==> config.mk <==
export PLATFORM = sky130hd
export DESIGN_NAME = nsfr_top
export DESIGN_NICKNAME = d
export VERILOG_FILES = /design/src/design/nsfr_pkg.sv /design/src/design/nsfr_edge_sync.sv /design/src/design/nsfr_top.sv
export VERILOG_INCLUDE_DIRS = /design/src /design/src/design
export SDC_FILE = /design/constraint.sdc
export NUM_CORES = 1
export LEC_CHECK = 0
export BUFFER_PORTS_ARGS = -buffer_cell sky130_fd_sc_hd__buf_2
export CORE_MARGIN = 5
export CORE_UTILIZATION = 53
export CTS_CLUSTER_SIZE = 10
export DETAILED_ROUTE_END_ITERATION = 8
export GPL_TIMING_DRIVEN = 0
export PLACE_DENSITY = 0.68
export SLEW_MARGIN = 20
export SYNTH_ARGS = -nofsm -noshare
export SYNTH_HDL_FRONTEND = slang
export SYNTH_SLANG_ARGS = --single-unit
==> constraint.sdc <==
create_clock -name i_sys_clk -period 2.6 [get_ports i_sys_clk]
set_clock_uncertainty 0.1 [all_clocks]
set_input_delay 0.39 -clock i_sys_clk [delete_from_list [all_inputs] [get_ports i_sys_clk]]
set_output_delay 0.39 -clock i_sys_clk [all_outputs]
set_load 0.01 [all_outputs]
==> src/design/nsfr_params.svh <==
// Constants for the nibble data space: addresses, fields, vectors, counts.
// Assumes a 6-bit direct address and 4-bit data nibbles.
`ifndef NSFR_PARAMS_SVH
`define NSFR_PARAMS_SVH

// Register addresses in the common block
`define NSFR_A_STATUS     6'h00
`define NSFR_A_DIR        6'h02
`define NSFR_A_PORT       6'h03
`define NSFR_A_SCR1       6'h07
`define NSFR_A_EXT        6'h08
`define NSFR_A_ACTRL      6'h09
`define NSFR_A_SLO        6'h0a
`define NSFR_A_SHI        6'h0b
`define NSFR_A_SCR2       6'h0f
`define NSFR_A_ROMP2      6'h1a

// Address space split
`define NSFR_SRAM_BIT     5
`define NSFR_BITOP_TOP    6'h0f
`define NSFR_SRAM_WORDS   64

// Status fields
`define NSFR_ST_IRQ       2
`define NSFR_ST_CARRY     1
`define NSFR_ST_ZERO      0

// Audio control fields
`define NSFR_AC_EN        0
`define NSFR_AC_GIE       1

// Reset values
`define NSFR_DIR_RST      4'h0
`define NSFR_NIB_RST      4'h0
`define NSFR_SAMPLE_RST   12'h000

// Program counter vectors and settle time
`define NSFR_VEC_RESET    12'h000
`define NSFR_VEC_WAKE     12'h004
`define NSFR_SETTLE_LAST  6'h3f
`define NSFR_CNT_ZERO     6'h00
`define NSFR_CNT_ONE      6'h01

`endif

==> src/design/nsfr_pkg.sv <==
// Types shared by the nibble data space design.
// Assumes nsfr_params.svh for all numeric constants.
package nsfr_pkg;

  // Low-power sequencing states
  typedef enum logic [1:0] {
    ST_RUN,
    ST_STOP,
    ST_SETTLE
  } nsfr_state_e;

  // Audio sample resolution chosen by option
  typedef enum logic [1:0] {
    W8,
    W10,
    W12
  } nsfr_width_e;

  // Everything the audio modulator needs
  typedef struct packed {
    logic        enable;
    logic        irq_enable;
    logic        pins_float;
    logic        sign;
    logic [11:0] sample;
  } nsfr_audio_s;

endpackage : nsfr_pkg

==> src/design/nsfr_edge_sync.sv <==
// Two-flop synchroniser with rising-edge detect for the port pins.
// Assumes asynchronous pin levels and the already synchronised reset.
`timescale 1ns/10ps

module nsfr_edge_sync (
  // Clock and reset
  input  wire logic       i_sys_clk,
  input  wire logic       i_rst_n,
  // Pins in
  input  wire logic [3:0] i_pins,
  // Clean levels and rising edges
  output logic      [3:0] o_level,
  output logic      [3:0] o_rise
);

  logic [3:0] meta_q;
  logic [3:0] sync_q;
  logic [3:0] prev_q;

  ////////////////////////////////////////////////////////////////////////
  // Only sync_q reads meta_q; edges come from the second stage onward
  always_ff @(posedge i_sys_clk or negedge i_rst_n) begin
    if (!i_rst_n) begin
      meta_q <= 4'h0;
      sync_q <= 4'h0;
      prev_q <= 4'h0;
    end else begin
      meta_q <= i_pins;
      sync_q <= meta_q;
      prev_q <= sync_q;
    end
  end

  // Level and edge taps
  assign o_level = sync_q;
  assign o_rise  = sync_q & ~prev_q;

endmodule : nsfr_edge_sync

==> src/design/nsfr_top.sv <==
// Data space of a 4-bit controller: special registers, paged SRAM,
// port A and the stop / wake-up sequencer.
// Assumes the CPU core drives one access per cycle on the nibble port
// and does its own arithmetic; pins reach here unsynchronised.
//
// Function
// - One page bit selects which SRAM page answers upper addresses.
// - Page bit has no reset value; software loads it before SRAM use.
// - Addresses 00H-1FH always reach the register block.
// - Addresses 20H-3FH reach SRAM; contents undefined after reset.
// - Sixty-four SRAM nibbles in total over both pages.
// - Direct bit set/clear works only on 00H-0FH; indirect reaches all.
// - Registers read and write like SRAM for ALU instructions, except write-only 08H, 0AH, 0BH, which read as zero.
// - Status holds audio flag bit 2, carry bit 1, zero bit 0.
// - Direction bit 1 makes the pin output; resets to all inputs.
// - Port read returns pin levels; write sets the output latch.
// - Two scratch nibbles at 07H and 0FH outside the SRAM.
// - Extension nibble gives low sample bits in 10 and 12 bit modes.
// - Low nibble feeds sample bits per resolution mode.
// - High nibble is always the sample top; bit 3 is the sign.
// - Audio control bit 0 enables output, bit 1 enables interrupts.
// - Stop instruction halts program counter and system clock.
// - Rising edge on any port pin wakes from stop.
// - Stop loads vector 004; wake advances after 64 clocks.
// - Reset in stop wins: vector 000, advance after 64 clocks.
// - SRAM contents are kept through stop.
// - Mode change requests are ignored while stopped.
// - Audio flag sets when a modulation cycle completes.
// - Stop clears audio enable and floats the audio pins.
`timescale 1ns/10ps
`include "nsfr_params.svh"

module nsfr_top (
  // Clock and reset
  input  wire logic        i_sys_clk,
  input  wire logic        i_rst_n,
  // Nibble access port
  input  wire logic [5:0]  i_addr,
  input  wire logic        i_rd_en,
  input  wire logic        i_wr_en,
  input  wire logic [3:0]  i_wr_data,
  output logic      [3:0]  o_rd_data,
  output logic             o_rd_valid,
  // Bit set / clear
  input  wire logic        i_bit_op,
  input  wire logic        i_bit_set,
  input  wire logic [1:0]  i_bit_sel,
  input  wire logic        i_indirect,
  // Page load and ALU flags
  input  wire logic        i_page_load,
  input  wire logic        i_page_val,
  input  wire logic        i_flag_we,
  input  wire logic        i_carry,
  input  wire logic        i_zero,
  // Audio
  input  wire logic        i_ten_bit_option,
  input  wire logic        i_twelve_bit_option,
  input  wire logic        i_audio_cycle_done,
  output nsfr_pkg::nsfr_audio_s o_audio,
  // Port A pins
  input  wire logic [3:0]  i_port_a_pins,
  output logic      [3:0]  o_port_a_pins,
  output logic      [3:0]  o_port_a_oe,
  // Stop and wake sequencing
  input  wire logic        i_stop_exec,
  input  wire logic        i_reset_req,
  input  wire logic        i_mode_change,
  output logic             o_mode_change_ok,
  output logic             o_clk_halt,
  output logic             o_pc_hold,
  output logic             o_pc_load,
  output logic      [11:0] o_pc_vector
);

  ////////////////////////////////////////////////////////////////////////
  // Functions

  // Address lies in the SRAM half
  function automatic logic is_sram(input logic [5:0] a);
    is_sram = a[`NSFR_SRAM_BIT];
  endfunction : is_sram

  // Bit write of one nibble
  function automatic logic [3:0] bit_mod(input logic [3:0] v,
                                         input logic [1:0] s,
                                         input logic       set);
    logic [3:0] r;
    r    = v;
    r[s] = set;
    bit_mod = r;
  endfunction : bit_mod

  ////////////////////////////////////////////////////////////////////////
  // Reset release through two flops
  logic rst_m_q;
  logic rst_n_q;

  always_ff @(posedge i_sys_clk or negedge i_rst_n) begin
    if (!i_rst_n) begin
      rst_m_q <= 1'b0;
      rst_n_q <= 1'b0;
    end else begin
      rst_m_q <= 1'b1;
      rst_n_q <= rst_m_q;
    end
  end

  ////////////////////////////////////////////////////////////////////////
  // Storage
  logic [3:0] sram_q [0:`NSFR_SRAM_WORDS-1];
  logic       page_q;
  logic [1:0] flags_q;      // carry, zero
  logic       irq_q;
  logic [3:0] dir_q;
  logic [3:0] latch_q;
  logic [3:0] scr1_q;
  logic [3:0] scr2_q;
  logic [3:0] romp2_q;
  logic [3:0] ext_q;
  logic [3:0] slo_q;
  logic [3:0] shi_q;
  logic       aen_q;
  logic       gie_q;
  nsfr_pkg::nsfr_state_e state_q;
  nsfr_pkg::nsfr_state_e state_d;
  logic [5:0] cnt_q;
  logic [3:0] pin_lvl;
  logic [3:0] pin_rise;

  // Pin synchroniser and wake edges
  nsfr_edge_sync u_sync (
    .i_sys_clk (i_sys_clk),
    .i_rst_n   (rst_n_q),
    .i_pins    (i_port_a_pins),
    .o_level   (pin_lvl),
    .o_rise    (pin_rise)
  );

  ////////////////////////////////////////////////////////////////////////
  // Decode; CPU is halted in stop, so accesses then are dropped
  logic       run;
  logic       bit_ok;
  logic       wr_fire;
  logic [5:0] sram_idx;
  logic [3:0] cur_val;
  logic [3:0] wr_val;
  logic [3:0] rd_val;

  assign run      = (state_q == nsfr_pkg::ST_RUN);
  assign bit_ok   = i_bit_op
                  & (i_indirect | (i_addr <= `NSFR_BITOP_TOP));
  assign wr_fire  = run & (i_wr_en | bit_ok);
  assign sram_idx = {page_q, i_addr[4:0]};

  // Internal value of the addressed nibble, write-only ones included
  always_comb begin
    cur_val = 4'h0;
    if (is_sram(i_addr)) begin
      cur_val = sram_q[sram_idx];
    end else begin
      unique case (i_addr)
        `NSFR_A_STATUS: cur_val = {1'b0, irq_q, flags_q};
        `NSFR_A_DIR:    cur_val = dir_q;
        `NSFR_A_PORT:   cur_val = pin_lvl;
        `NSFR_A_SCR1:   cur_val = scr1_q;
        `NSFR_A_EXT:    cur_val = ext_q;
        `NSFR_A_ACTRL:  cur_val = {2'b00, gie_q, aen_q};
        `NSFR_A_SLO:    cur_val = slo_q;
        `NSFR_A_SHI:    cur_val = shi_q;
        `NSFR_A_SCR2:   cur_val = scr2_q;
        `NSFR_A_ROMP2:  cur_val = romp2_q;
        default:        cur_val = 4'h0;
      endcase
    end
  end

  // Bit ops modify the current nibble; plain writes replace it
  assign wr_val = i_bit_op ? bit_mod(cur_val, i_bit_sel, i_bit_set)
                           : i_wr_data;

  // Write-only nibbles read back as zero
  assign rd_val = ((i_addr == `NSFR_A_EXT) | (i_addr == `NSFR_A_SLO)
                 | (i_addr == `NSFR_A_SHI)) ? 4'h0 : cur_val;

  ////////////////////////////////////////////////////////////////////////
  // SRAM and page bit carry no reset; contents are undefined until set
  always_ff @(posedge i_sys_clk) begin
    if (wr_fire && is_sram(i_addr)) begin
      sram_q[sram_idx] <= wr_val;
    end
    if (run && i_page_load) begin
      page_q <= i_page_val;
    end
  end

  // Scratch nibbles, undefined after reset
  always_ff @(posedge i_sys_clk) begin
    if (wr_fire && i_addr == `NSFR_A_SCR1) scr1_q <= wr_val;
    if (wr_fire && i_addr == `NSFR_A_SCR2) scr2_q <= wr_val;
    if (wr_fire && i_addr == `NSFR_A_ROMP2) romp2_q <= wr_val;
  end

  ////////////////////////////////////////////////////////////////////////
  // Status: ALU flags follow the bus write; audio event beats a clear
  always_ff @(posedge i_sys_clk or negedge rst_n_q) begin
    if (!rst_n_q) begin
      irq_q   <= 1'b0;
      flags_q <= 2'b00;
    end else begin
      if (wr_fire && i_addr == `NSFR_A_STATUS) begin
        irq_q   <= wr_val[`NSFR_ST_IRQ];
        flags_q <= wr_val[`NSFR_ST_CARRY:`NSFR_ST_ZERO];
      end
      if (i_flag_we && run) begin
        flags_q <= {i_carry, i_zero};
      end
      if (i_audio_cycle_done) begin
        irq_q <= 1'b1;
      end
    end
  end

  // Port direction and output latch
  always_ff @(posedge i_sys_clk or negedge rst_n_q) begin
    if (!rst_n_q) begin
      dir_q   <= `NSFR_DIR_RST;
      latch_q <= `NSFR_NIB_RST;
    end else begin
      if (wr_fire && i_addr == `NSFR_A_DIR) dir_q <= wr_val;
      if (wr_fire && i_addr == `NSFR_A_PORT) latch_q <= wr_val;
    end
  end

  // Sample nibbles are cleared so the modulator never sees unknowns
  always_ff @(posedge i_sys_clk or negedge rst_n_q) begin
    if (!rst_n_q) begin
      ext_q <= `NSFR_NIB_RST;
      slo_q <= `NSFR_NIB_RST;
      shi_q <= `NSFR_NIB_RST;
    end else begin
      if (wr_fire && i_addr == `NSFR_A_EXT) ext_q <= wr_val;
      if (wr_fire && i_addr == `NSFR_A_SLO) slo_q <= wr_val;
      if (wr_fire && i_addr == `NSFR_A_SHI) shi_q <= wr_val;
    end
  end

  // Audio control; stop entry forces the enable off
  always_ff @(posedge i_sys_clk or negedge rst_n_q) begin
    if (!rst_n_q) begin
      aen_q <= 1'b0;
      gie_q <= 1'b0;
    end else if (run && i_stop_exec) begin
      aen_q <= 1'b0;
    end else if (wr_fire && i_addr == `NSFR_A_ACTRL) begin
      aen_q <= wr_val[`NSFR_AC_EN];
      gie_q <= wr_val[`NSFR_AC_GIE];
    end
  end

  ////////////////////////////////////////////////////////////////////////
  // Sample assembly by resolution
  nsfr_pkg::nsfr_width_e width;
  logic [11:0]           sample_d;

  assign width = i_twelve_bit_option ? nsfr_pkg::W12
               : i_ten_bit_option    ? nsfr_pkg::W10 : nsfr_pkg::W8;

  always_comb begin
    unique case (width)
      nsfr_pkg::W8:  sample_d = {4'h0, shi_q, slo_q};
      nsfr_pkg::W10: sample_d = {2'b00, shi_q, slo_q, ext_q[3:2]};
      nsfr_pkg::W12: sample_d = {shi_q, slo_q, ext_q};
      default:       sample_d = `NSFR_SAMPLE_RST;
    endcase
  end

  // Registered audio carrier
  always_ff @(posedge i_sys_clk or negedge rst_n_q) begin
    if (!rst_n_q) begin
      o_audio <= '0;
    end else begin
      o_audio.enable     <= aen_q;
      o_audio.irq_enable <= gie_q;
      o_audio.pins_float <= (state_q != nsfr_pkg::ST_RUN);
      o_audio.sign       <= shi_q[3];
      o_audio.sample     <= sample_d;
    end
  end

  ////////////////////////////////////////////////////////////////////////
  // Stop / wake sequencer; a reset request always outranks a wake edge
  always_comb begin
    state_d = state_q;
    unique case (state_q)
      nsfr_pkg::ST_RUN: begin
        if (i_reset_req) state_d = nsfr_pkg::ST_SETTLE;
        else if (i_stop_exec) state_d = nsfr_pkg::ST_STOP;
      end
      nsfr_pkg::ST_STOP: begin
        if (i_reset_req) state_d = nsfr_pkg::ST_SETTLE;
        else if (|pin_rise) state_d = nsfr_pkg::ST_SETTLE;
      end
      nsfr_pkg::ST_SETTLE: begin
        if (!i_reset_req && cnt_q == `NSFR_SETTLE_LAST) begin
          state_d = nsfr_pkg::ST_RUN;
        end
      end
    endcase
  end

  // State, settle count and vector load
  always_ff @(posedge i_sys_clk or negedge rst_n_q) begin
    if (!rst_n_q) begin
      state_q     <= nsfr_pkg::ST_SETTLE;
      cnt_q       <= `NSFR_CNT_ZERO;
      o_pc_load   <= 1'b1;
      o_pc_vector <= `NSFR_VEC_RESET;
    end else begin
      state_q   <= state_d;
      o_pc_load <= 1'b0;
      if (i_reset_req) begin
        cnt_q       <= `NSFR_CNT_ZERO;
        o_pc_load   <= 1'b1;
        o_pc_vector <= `NSFR_VEC_RESET;
      end else if (run && i_stop_exec) begin
        cnt_q       <= `NSFR_CNT_ZERO;
        o_pc_load   <= 1'b1;
        o_pc_vector <= `NSFR_VEC_WAKE;
      end else if (state_q == nsfr_pkg::ST_SETTLE) begin
        cnt_q <= cnt_q + `NSFR_CNT_ONE;
      end
    end
  end

  // Read port; data from flops, one cycle after the request
  always_ff @(posedge i_sys_clk or negedge rst_n_q) begin
    if (!rst_n_q) begin
      o_rd_data  <= `NSFR_NIB_RST;
      o_rd_valid <= 1'b0;
    end else begin
      o_rd_valid <= run & i_rd_en;
      if (run && i_rd_en) o_rd_data <= rd_val;
    end
  end

  ////////////////////////////////////////////////////////////////////////
  // Outputs
  assign o_port_a_pins    = latch_q;
  assign o_port_a_oe      = dir_q;
  assign o_pc_hold        = !run;
  assign o_clk_halt       = (state_q == nsfr_pkg::ST_STOP);
  assign o_mode_change_ok = run & i_mode_change;
endmodule : nsfr_top

==> impl_summary.txt <==
----------------------------------------------------
[Status]
  Outcome ... finished, violations left
  Failing checks ... negative setup slack

[Clock tree]
  Clock insertion delay at the later pin of the skew report ... ~0.54 ns
  TritonCTS clock tree ... yes
  Number of buffers inserted during clock tree synthesis ... 40
  Reg clk slew, reported paths ... approximately 0.060 ns
  Number of H-tree levels ... 2
  Max Root-Sink Buffers ... 3
  Clock root buffer master ... sky130_fd_sc_hd__clkbuf_16
  Clock sink total ... about 340

[Die]
  Full die area ... roughly 30000 µm²
  Core box area ... around 26000 µm²
  Die boundary height ... roughly 170 µm
  Initial core utilization ... 0.539
  # rows ... 59
  Number of top-level design ports ... slightly below 80
  Die Wd ... around 170 µm

[Power]
  PD cells ... approximately 760 nW/µm²
  Sequential Power Share ... 0.464
  Share of power burned in the clock network ... 0.367
  Switch Pwr ... between 0.003 and 0.004 W
  VDD IR-drop max ... 0.602 mV
  Combinational share of power ... 0.170
  Net switching fraction of the power ... 0.263
  Leak ... 6.58 nW
  Internal Pwr Total ... 0.0102 W

[Worst setup path]
  Type of element capturing the critical path ... flip-flop
  Arrival time reported for the critical path endpoint ... ~3.2 ns
  Count of cells along the worst register-to-register path ... 8
  Setup crit start kind ... flip-flop
  Type of the worst setup path ... reg2reg
  Cell breakdown of the critical path ... mux4_2 > mux2i_4 > nor2_4 > a2111oi_4 > nand4_1 > or4_4 > a21oi_4 > bufinv_16
  Data required time of the worst path ... between 2 and 3 ns
  Slowest stage cell, crit path ... sky130_fd_sc_hd__mux4_2
  Largest fanout on the critical path ... 34
  Largest stage delay, worst path ... 0.50 ns

[Hold path]
  Kind of path behind the tightest hold check ... in2reg
  Hold path depth ... 3

[STA]
  Max Slew Vio Count ... 0
  Setup repair after global routing missed its margin ... yes
  Achievable clock frequency ... around 0.33 GHz
  Final WS setup ... -0.450 ns
  Final critical delay including setup and external delays ... roughly 3 ns
  Worst hold slack ... 0.0336 ns
  Final hold viol count ... 0
  Worst Tran Pin Value ... about 1.0 ns
  Worst max-slew margin expressed relative to the limit ... 0.303
  Final setup violation count ... about 270
  Final clock period utilization by the worst path ... 1.17

[Placement]
  DP Worst Slack ... -1.27 ns
  Detail Placement HPWL ... around 25 mm
  Routability congestion estimate ... 0.917
  Input/output buffers ... 63

[Routing]
  1st-iter DRT viols ... between 1500 and 2000
  Via Count ... 9830
  Number of detailed-route iterations in the first pass ... 7
  Number of remaining DRC errors ... 0
  Number of vias per cell after detailed routing ... 6.54
  Wirelength per Cell ... 28.5 µm
  Overall routed net length ... about 43 mm
  Number of nets with antenna violations after detailed routing ... 0

[Global route]
  First-pass GRT wire length ... between 60 and 70 mm
  Leftover overflow at the end of global routing ... 0
  GRT Total Usage ... 0.267
  Number of global-route vias before repair ... between 9000 and 10000
  Antenna violations before repair ... 2
  Maximum number of pins on one net before global-route repair ... 68

[Finish]
  Share of post-route cells with drive strength above 1 ... 0.353
  Layout Area Growth over Synthesis ... 29.3%
  Number of filler instances in the final layout ... 1667
  Post-Route Utilization ... 0.697
  Fin nets ... 1179

[Logic synthesis]
  Synthesized instance count ... between 900 and 1000
  Flip-flop and latch count after synthesis ... 339
  Post-synthesis cell type count ... a little over 70
  Synthesis Warnings ... 0
  Area of the mapped netlist ... 14000 µm²
  Prevailing post-synth register cell ... sky130_fd_sc_hd__edfxtp_1
  Mean cell area of the mapped netlist ... ~15 µm²
  Sequential-to-total area share from yosys stat ... 0.700
  Async set-reset flop share out of synthesis ... 0.206
  Post-synth EDFFs ... ~270

[Flow run]
  Max-Cap Viols ... 0

----------------------------------------------------
-- layer usage --
| metal | wire (µm) | vias up | GRT usage | part of all wire |
|---|---|---|---|---|
| li1 | - | 4066 | - | - |
| met1 | 15800 | 4802 | 0.372 | 0.37 |
| met2 | 19200 | 797 | 0.403 | 0.45 |
| met3 | 5840 | 165 | 0.0797 | 0.14 |
| met4 | 2020 | 0 | 0.101 | 0.047 |
| met5 | 0 | - | 0 | 0 |
-- synth_stat cells (all sizes together), types with 5 or more instances --
master | count | area [µm²]
buf | 37 | 250
inv | 16 | 60.1
nand2b | 5 | 31.3
a31oi | 11 | 68.8
a22o | 8 | 70.1
dfrtp | 68 | 1700
a221oi | 6 | 52.6
nor3 | 7 | 35.0
mux2i | 55 | 551
a22oi | 8 | 60.1
mux4 | 28 | 631
nand3 | 13 | 65.1
nand2 | 70 | 263
clkbuf | 25 | 93.8
a21oi | 36 | 191
o21ai | 36 | 180
nor2 | 110 | 413
edfxtp | 269 | 8080
nor2b | 6 | 37.5
o22ai | 8 | 50.1
mux2 | 25 | 282
and3 | 10 | 62.6
a211oi | 6 | 57.6
o2bb2ai | 10 | 87.6
and2 | 12 | 75.1
-- cells by family after synthesis --
kind of cell,share of synthesized area
buf+inv,0.0288
compound gates,0.0805
other cells,0.000535
flops,0.700
mux,0.104
simple gates,0.0798
fa+ha+maj,0.00356
xor+xnor,0.00250
-- cells in the final DEF (no fill, tap or decap), drive strengths merged, types with 21 or more instances in the layout --
cell type | Yosys | layout
mux2i | 55 | 55
nand2 | 70 | 70
a21oi | 36 | 36
buf | 37 | 153
edfxtp | 269 | 269
o21ai | 36 | 36
mux4 | 28 | 28
nor2 | 110 | 110
inv | 16 | 21
dfrtp | 68 | 68
clkbuf | 25 | 84
mux2 | 25 | 25
-- worst max-delay path, delay by kind of cell, from the launching register on --
kind            cells  cell delay (ns)
simple gates        3             0.69
buf+inv             1             0.26
flops               1             0.37
compound gates      2             0.62
mux                 2             0.70
-- stage by stage --
step                      setup TNS, ns  area (µm²)  instances  total power (W)
after detailed placement        -575.42       15100       1365          0.00812
after CTS                        -47.21       17500       1472           0.0135
after floorplan                 -148.15       14300        959          0.00746
final                            -58.96       18200       1502           0.0138
after global placement          -840.80       15000       1357          0.00808
after global routing             -69.29       18200       1501           0.0142
-- registers in the layout, indices dropped and copies added (netlist names), 2 cells and up --
register,count
o_port_a_pins,4
cnt_q,6
o_audio,16
sram_q,256
scr1_q,4
o_port_a_oe,4
romp2_q,4
u_sync.prev_q,4
ext_q,4
scr2_q,4
flags_q,2
o_rd_data,4
state_q,2
shi_q,4
slo_q,4
u_sync.o_level,4
u_sync.meta_q,4
-- cell type report --
cell class	instances	area, µm²	area share
Tap cell	335	419	0.0231
Clock buffer	62	1080	0.0597
Timing Repair Buffer	125	1090	0.0602
Multi-Input combinational cell	554	4850	0.267
Timing Repair inverter	6	96.3	0.00531
Buffer	59	583	0.0321
Sequential cell	339	9840	0.542
Antenna cell	1	2.50	0.000138
Inverter	16	113	0.00620
Clock inverter	5	80.1	0.00441
-- power by group through the flow --
| stage | Sequential (W) | Combinational (W) | Clock [W] |
|---|---|---|---|
| 4_1_cts | 0.00640 | 0.00200 | 0.00510 |
| 5_1_grt | 0.00643 | 0.00245 | 0.00531 |
| 6_report | 0.00640 | 0.00234 | 0.00506 |
| 2_1_floorplan | 0.00654 | 0.000916 | 0 |
| 3_3_place_gp | 0.00653 | 0.00155 | 0 |
| 3_5_place_dp | 0.00651 | 0.00161 | 0 |
-- what timing repair did --
item,4_1_cts,5_1_grt
hold buffers,9,0
setup buffers,25,19
gates resized for setup,218,63
hold endpoints to repair,11,0
pin swaps,16,13
setup endpoints to repair,562,534
cloned,10,11
-- final timing paths --
check / end / startpoint / slack, ns
setup reg to reg: sram_q[62][2] / sram_q[16][2] / -0.45
max in group asynchronous: state_q[1] / rst_n_q / 1.67
setup / recovery: sram_q[62][2] / sram_q[16][2] / -0.45
hold / removal: flags_q[0] / i_zero / 0.03
hold reg to reg: o_audio[12] / rst_n_q / 0.14
min in group asynchronous: rst_m_q / i_rst_n / 0.08
No activity file was read; power rests on OpenSTA's default activity.
